**config.mk**
```make
export PLATFORM = sky130hd
export DESIGN_NAME = flash_write_erase_guard
export DESIGN_NICKNAME = d
export VERILOG_FILES = /design/src/flash_guard_pkg.sv /design/src/flash_op_launcher.sv /design/src/flash_write_erase_guard.sv
export SDC_FILE = /design/constraint.sdc
export NUM_CORES = 1
export LEC_CHECK = 0
export BUFFER_PORTS_ARGS = -buffer_cell sky130_fd_sc_hd__buf_2
export CAP_MARGIN = 20
export CELL_PAD_IN_SITES_DETAIL_PLACEMENT = 1
export CELL_PAD_IN_SITES_GLOBAL_PLACEMENT = 2
export CORE_MARGIN = 10
export CORE_UTILIZATION = 28
export CTS_BUF_LIST = sky130_fd_sc_hd__clkbuf_4
export CTS_CLUSTER_SIZE = 12
export DETAILED_ROUTE_END_ITERATION = 7
export PLACE_DENSITY = 0.9
export SYNTH_ARGS = -nofsm -noshare
export SYNTH_HDL_FRONTEND = slang
export SYNTH_SLANG_ARGS = --single-unit
export TNS_END_PERCENT = 20
```
**constraint.sdc**
```tcl
create_clock -name clk -period 4 [get_ports clk]
set_input_delay 0.4 -clock clk [delete_from_list [all_inputs] [get_ports clk]]
set_output_delay 0.4 -clock clk [all_outputs]
set_load 0.03 [all_outputs]
```
**src/flash_guard_pkg.sv**
```systemverilog
// Purpose: Shared constants and types for the flash write/erase guard
// Assumes: 8-bit special-function register port, one system clock
// Notes: Offsets are the documented register addresses
package flash_guard_pkg;

    // ------------------------------------------------------------
    // Register map
    // ------------------------------------------------------------
    localparam logic [7:0] PROGRAM_STORE_CONTROL_ADDR = 8'h8F;
    localparam logic [7:0] FLASH_UNLOCK_KEY_ADDR = 8'hB6;
    localparam logic [7:0] PROGRAM_STORE_CONTROL_RESET = 8'h00;
    localparam logic [7:0] FLASH_UNLOCK_KEY_RESET = 8'h00;

    // ------------------------------------------------------------
    // Field positions
    // ------------------------------------------------------------
    localparam int STORE_WRITE_ENABLE_BIT = 0;
    localparam int PAGE_ERASE_ENABLE_BIT = 1;
    localparam int SCRATCHPAD_SELECT_BIT = 2;

    // ------------------------------------------------------------
    // Key values and lock state codes
    // ------------------------------------------------------------
    localparam logic [7:0] FIRST_KEY = 8'hA5;
    localparam logic [7:0] SECOND_KEY = 8'hF1;
    localparam logic [1:0] LOCK_CODE_LOCKED = 2'h0;
    localparam logic [1:0] LOCK_CODE_FIRST = 2'h1;
    localparam logic [1:0] LOCK_CODE_UNLOCKED = 2'h2;
    localparam logic [1:0] LOCK_CODE_PERMANENT = 2'h3;

    // ------------------------------------------------------------
    // Types
    // ------------------------------------------------------------
    typedef enum logic [1:0] {
        LOCKED,
        FIRST_KEY_SEEN,
        UNLOCKED,
        PERMANENT
    } lock_state_t;

    typedef struct packed {
        logic scratchpad_select;
        logic page_erase_enable;
        logic store_write_enable;
    } control_t;

    typedef struct packed {
        logic wr;
        logic rd;
        logic [7:0] addr;
        logic [7:0] wdata;
    } sfr_req_t;

    typedef struct packed {
        logic start;
        logic erase;
        logic scratchpad;
        logic [15:0] addr;
        logic [7:0] data;
    } flash_cmd_t;

endpackage

```
**src/flash_op_launcher.sv**
```systemverilog
// Purpose: Registers one flash program or erase command toward the array
// Assumes: Array completes each command and reports done
// Notes: Erase carries no data; the byte is forced to zero
`timescale 1ns/1ps

module flash_op_launcher (
    input wire logic clk,
    input wire logic resetn,
    input wire logic launch,
    input wire logic erase,
    input wire logic scratchpad,
    input wire logic [15:0] addr,
    input wire logic [7:0] data,
    output flash_guard_pkg::flash_cmd_t cmd
);

    flash_guard_pkg::flash_cmd_t state;
    flash_guard_pkg::flash_cmd_t next_state;

    // ------------------------------------------------------------
    // Command register
    // ------------------------------------------------------------
    always_comb begin
        next_state = '0;
        if (launch) begin
            next_state.start = 1'b1;
            next_state.erase = erase;
            next_state.scratchpad = scratchpad;
            next_state.addr = addr;
            // Data byte dropped on erase
            next_state.data = erase ? 8'h00 : data;
        end
    end

    always_ff @(posedge clk or negedge resetn) begin
        if (!resetn) begin
            state <= '0;
        end else begin
            state <= next_state;
        end
    end

    assign cmd = state;

endmodule

```
**src/flash_write_erase_guard.sv**
```systemverilog
// Purpose: Flash write/erase control with two-byte unlock key
// Assumes: CPU drives SFR strobes and external-space writes synchronously
`timescale 1ns/1ps

module flash_write_erase_guard (
    input wire logic clk,
    input wire logic resetn,
    input flash_guard_pkg::sfr_req_t sfr,
    output logic [7:0] sfr_rdata,
    input wire logic ext_write,
    input wire logic [15:0] ext_addr,
    input wire logic [7:0] ext_wdata,
    input wire logic flash_done,
    output logic ext_write_to_flash,
    output logic code_read_scratchpad,
    output flash_guard_pkg::flash_cmd_t flash_cmd,
    output logic [1:0] lock_code
);

    typedef struct packed {
        flash_guard_pkg::control_t ctrl;
        flash_guard_pkg::lock_state_t lock;
        logic busy;
        logic [7:0] rdata;
    } guard_state_t;

    guard_state_t state;
    guard_state_t next_state;
    logic flash_write;
    logic launch;

    function automatic logic [1:0] lock_to_code(input flash_guard_pkg::lock_state_t s);
        unique case (s)
            flash_guard_pkg::LOCKED: lock_to_code = flash_guard_pkg::LOCK_CODE_LOCKED;
            flash_guard_pkg::FIRST_KEY_SEEN: lock_to_code = flash_guard_pkg::LOCK_CODE_FIRST;
            flash_guard_pkg::UNLOCKED: lock_to_code = flash_guard_pkg::LOCK_CODE_UNLOCKED;
            flash_guard_pkg::PERMANENT: lock_to_code = flash_guard_pkg::LOCK_CODE_PERMANENT;
        endcase
    endfunction

    // ------------------------------------------------------------
    // Write path decode
    // ------------------------------------------------------------
    assign ext_write_to_flash = state.ctrl.store_write_enable;
    assign flash_write = ext_write && state.ctrl.store_write_enable;
    // Busy blocks a second launch until the array reports done
    assign launch = flash_write && !state.busy && state.lock == flash_guard_pkg::UNLOCKED;
    assign code_read_scratchpad = state.ctrl.scratchpad_select;
    assign sfr_rdata = state.rdata;
    assign lock_code = lock_to_code(state.lock);

    // ------------------------------------------------------------
    // Registers and lock sequencer
    // ------------------------------------------------------------
    always_comb begin
        next_state = state;
        next_state.rdata = 8'h00;
        if (flash_done) begin
            next_state.busy = 1'b0;
            if (state.lock == flash_guard_pkg::UNLOCKED) begin
                next_state.lock = flash_guard_pkg::LOCKED;
            end
        end
        if (launch) begin
            next_state.busy = 1'b1;
        end else if (flash_write && state.lock != flash_guard_pkg::UNLOCKED) begin
            next_state.lock = flash_guard_pkg::PERMANENT;
        end
        if (sfr.wr && sfr.addr == flash_guard_pkg::PROGRAM_STORE_CONTROL_ADDR) begin
            // Upper bits discarded on write
            next_state.ctrl.store_write_enable = sfr.wdata[flash_guard_pkg::STORE_WRITE_ENABLE_BIT];
            next_state.ctrl.page_erase_enable = sfr.wdata[flash_guard_pkg::PAGE_ERASE_ENABLE_BIT];
            next_state.ctrl.scratchpad_select = sfr.wdata[flash_guard_pkg::SCRATCHPAD_SELECT_BIT];
        end
        if (sfr.wr && sfr.addr == flash_guard_pkg::FLASH_UNLOCK_KEY_ADDR) begin
            unique case (state.lock)
                flash_guard_pkg::LOCKED: begin
                    // Any other first byte locks for good
                    next_state.lock = (sfr.wdata == flash_guard_pkg::FIRST_KEY) ?
                        flash_guard_pkg::FIRST_KEY_SEEN : flash_guard_pkg::PERMANENT;
                end
                flash_guard_pkg::FIRST_KEY_SEEN: begin
                    next_state.lock = (sfr.wdata == flash_guard_pkg::SECOND_KEY) ?
                        flash_guard_pkg::UNLOCKED : flash_guard_pkg::PERMANENT;
                end
                flash_guard_pkg::UNLOCKED: next_state.lock = flash_guard_pkg::PERMANENT;
                flash_guard_pkg::PERMANENT: next_state.lock = flash_guard_pkg::PERMANENT;
            endcase
        end
        if (sfr.rd) begin
            if (sfr.addr == flash_guard_pkg::PROGRAM_STORE_CONTROL_ADDR) begin
                next_state.rdata = {5'h00, state.ctrl.scratchpad_select, state.ctrl.page_erase_enable,
                    state.ctrl.store_write_enable};
            end else if (sfr.addr == flash_guard_pkg::FLASH_UNLOCK_KEY_ADDR) begin
                next_state.rdata = {6'h00, lock_to_code(state.lock)};
            end
        end
    end

    always_ff @(posedge clk or negedge resetn) begin
        if (!resetn) begin
            state.ctrl <= flash_guard_pkg::control_t'(3'h0);
            state.lock <= flash_guard_pkg::LOCKED;
            state.busy <= 1'b0;
            state.rdata <= 8'h00;
        end else begin
            state <= next_state;
        end
    end

    // ------------------------------------------------------------
    // Array command
    // ------------------------------------------------------------
    flash_op_launcher launcher (
        .clk(clk),
        .resetn(resetn),
        .launch(launch),
        .erase(state.ctrl.page_erase_enable),
        .scratchpad(state.ctrl.scratchpad_select),
        .addr(ext_addr),
        .data(ext_wdata),
        .cmd(flash_cmd)
    );

endmodule

```
==> impl_metrics.tcl <==
set metrics [dict create \
    timing.final.crit_period_ns 1.49 \
    drt-pass1-iter-count 2 \
    timing.critical_path.fanout_max 6 \
    setup.worst_path.class "reg -> reg" \
    grt_pass1_wl_um 6390 \
    start_util_pct 29.1 \
    syn_warnings 0 \
    path_clk_slew_ns 0.11 \
    gp_congestion 0.704 \
    syn-cell-area_mm2 0.00138 \
    fin_skew_ns 0.00844 \
    fraction_of_layout_instances_using_a_drive_strength_above_1_pct 50.8 \
    timing.final.crit_share_pct 37.3 \
    pins_over_their_slew_limit 0 \
    core.rowCount 25 \
    unrepaired_setup_endpoints_after_global_routing "false" \
    worst_ep_arrival_time_ns 1.71 \
    power.density_cell_area_mw_per_mm2 374 \
    synth_top_area_cell "sky130_fd_sc_hd__dfrtp_1" \
    postRouteWirelength_um 3830 \
    cts_max_path_buffers 2 \
    number_of_global_route_vias_before_repair 1266 \
    ys_top_cells_by_area "sky130_fd_sc_hd__dfrtp_1 65%, sky130_fd_sc_hd__and2_1 12%, sky130_fd_sc_hd__buf_4 4.9%" \
    root_buffer "sky130_fd_sc_hd__clkbuf_4" \
    cts.sink_count 36 \
    cts_inserted_buffers 5 \
    detail-route-antenna-nets 0 \
    tritoncts "done" \
    ys_types 21 \
    fmax_mhz 669 \
    maxSlewHeadroom_pct 49.4 \
    final-hold-violation-count 0 \
    cts.repair_timing.setup_buffer_count 0 \
    outcome "finished clean" \
    drc_errors 0 \
    critPathRequiredTime_ns 4.22 \
    wire_per_inst_um 15.2 \
    netlist.area_leader.share_pct 65.2 \
    report.final.setup_viol 0 \
    layout.nets 230 \
    avgSynthCellArea_um2 13.2 \
    grt_usage_pct 9.66 \
    via_count 1045 \
    finalInstanceArea_mm2 0.00188 \
    antenna_cells_inserted 0 \
    die_area_mm2 0.00814 \
    htree_num_levels 2 \
    vdd_ir_drop_max_mv 0.192 \
    start_kind "flop" \
    grt_max_degree 37 \
    detailed_place.area_mm2 0.00180 \
    clk-insertion-delay-late_ns 0.33 \
    worstPathCellList "or4b_1, nor3_1, mux2i_1" \
    ctsHoldBuffers 0 \
    critPathSlowestCell "sky130_fd_sc_hd__or4b_1" \
    filler_cell_count 567 \
    worstSetupEndpointType "flop" \
    hp-class "in -> async" \
    antenna_found_initial 0 \
    die_width_um 90.2 \
    drv.max_cap_violation_count 0 \
    detailed_place_hpwl_um 3220 \
    post_synth_inst_count 105 \
    cellLeakagePower_nw 1.09 \
    syn_to_final_growth_pct 36.1 \
    vias_per_cell 4.15 \
    grt-ovfl-total 0 \
    cts.repair.resized 0 \
    slew_at_the_pin_with_the_worst_max_slew_slack_ns 0.758 \
    core-area_mm2 0.00475 \
    ys_seq_elements 36 \
    total_negative_slack_for_setup_checks_ns 0 \
    critPathMaxStageDelay_ns 0.57 \
    p_total_w 0.000703 \
    port_buffers 79 \
    drt_first_iter_violations 14 \
    die_y_um 90.2 \
    boundaryPins 85 \
    yosysSeqAreaShare_pct 65.2 \
]
## worst max-delay path: cells and delay by family, from the launching register on
kind             cells  cell delay [ns]
flip-flops           1             0.46
AND/OR/NAND/NOR      2             0.80
multiplexers         1             0.12
## Yosys cell counts (all sizes together)
master,number
nand2,3
and3b,1
buf,9
nor3,3
and4bb,2
mux2,3
a21oi,1
and2,26
clkbuf,2
conb,1
nand4b,2
nor2,5
dfrtp,36
a22oi,2
or4b,2
nand3,2
mux2i,3
and4b,1
nand2b,1
## routing by layer
layer / vias to the layer above / track usage, % / share of wire (%)
li1: 490 / - / -
met1: 493 / 10.8 / 42
met2: 58 / 15.1 / 46
met3: 4 / 5.82 / 11
met4: 0 / 2.79 / 0.73
met5: - / 0 / 0
## cells in the final DEF, fill, tap and decap left out
cell,n
sky130_fd_sc_hd__bufinv_16,1
sky130_fd_sc_hd__nor3_2,1
sky130_fd_sc_hd__a22oi_1,2
sky130_fd_sc_hd__and4bb_2,2
sky130_fd_sc_hd__clkinv_2,1
sky130_fd_sc_hd__nand4b_1,2
sky130_fd_sc_hd__conb_1,5
sky130_fd_sc_hd__buf_2,79
sky130_fd_sc_hd__and3b_1,1
sky130_fd_sc_hd__or4b_1,2
sky130_fd_sc_hd__mux2_2,3
sky130_fd_sc_hd__nor2_4,1
sky130_fd_sc_hd__and2_1,26
sky130_fd_sc_hd__dfrtp_1,36
sky130_fd_sc_hd__nand2b_1,1
sky130_fd_sc_hd__nor3_1,2
sky130_fd_sc_hd__nand2_1,3
sky130_fd_sc_hd__nor2_1,4
sky130_fd_sc_hd__mux2i_1,3
sky130_fd_sc_hd__nand3_1,2
sky130_fd_sc_hd__clkbuf_4,5
sky130_fd_sc_hd__and4b_1,1
sky130_fd_sc_hd__clkinvlp_4,1
sky130_fd_sc_hd__a21oi_1,1
## per-stage QoR
step | setup WS [ns] | cells | utilization [%] | hold WS [ns]
detailed placement | 2.49 | 244 | 37.9 | 0.525
global placement | 2.57 | 244 | 37.9 | 0.515
floorplan | 2.70 | 109 | - | 0.104
global route | 2.41 | 252 | 39.6 | 0.168
finish | 2.51 | 252 | 39.6 | 0.126
CTS | 2.50 | 252 | 39.6 | 0.149
## area by class of cell
type | count | area, µm² | share of cell area (%)
flip-flops and latches | 36 | 901 | 47.9
multi-input cells | 62 | 420 | 22.4
repair buffers | 79 | 395 | 21.0
well taps | 67 | 83.8 | 4.46
clock inverters | 3 | 42.5 | 2.26
clock buffers | 5 | 37.5 | 2.00
## cell families (layout without fill, tap and decap cells)
family / after synthesis / after routing / share of synthesized area [%]
simple gates: 48 / 48 / 23.0
flops: 36 / 36 / 65.2
buf+inv: 11 / 87 / 5.43
mux: 6 / 6 / 4.62
compound gates: 3 / 3 / 1.45
other cells: 1 / 5 / 0.271
## registers in the layout, indices dropped and copies added (netlist names)
name,flops
code_read_scratchpad,1
ext_write_to_flash,1
launcher.cmd,27
sfr_rdata,3
state,4
## power by group
| part | leakage [nW] | switching (W) | internal, W |
|---|---|---|---|
| registers | 0.500 | 0.0000123 | 0.000371 |
| clock network | 0.0412 | 0.000117 | 0.000130 |
| logic | 0.550 | 0.0000427 | 0.0000305 |
| total | 1.09 | 0.000172 | 0.000532 |
## final timing paths
| check | slack, ns | from | endpoint | cells past startpoint |
|---|---|---|---|---|
| min in group clk | 0.27 | flash_done | state[8] | 2 |
| worst min-delay path | 0.13 | resetn | launcher.cmd[26] | 1 |
| worst min register to register | 0.58 | state[8] | state[8] | 1 |
| worst max register to register | 2.51 | state[10] | state[10] | 3 |
| max in group asynchronous | 3.39 | resetn | launcher.cmd[8] | 1 |
| worst max-delay path | 2.51 | state[10] | state[10] | 3 |
(Power assumes the default switching activity.)
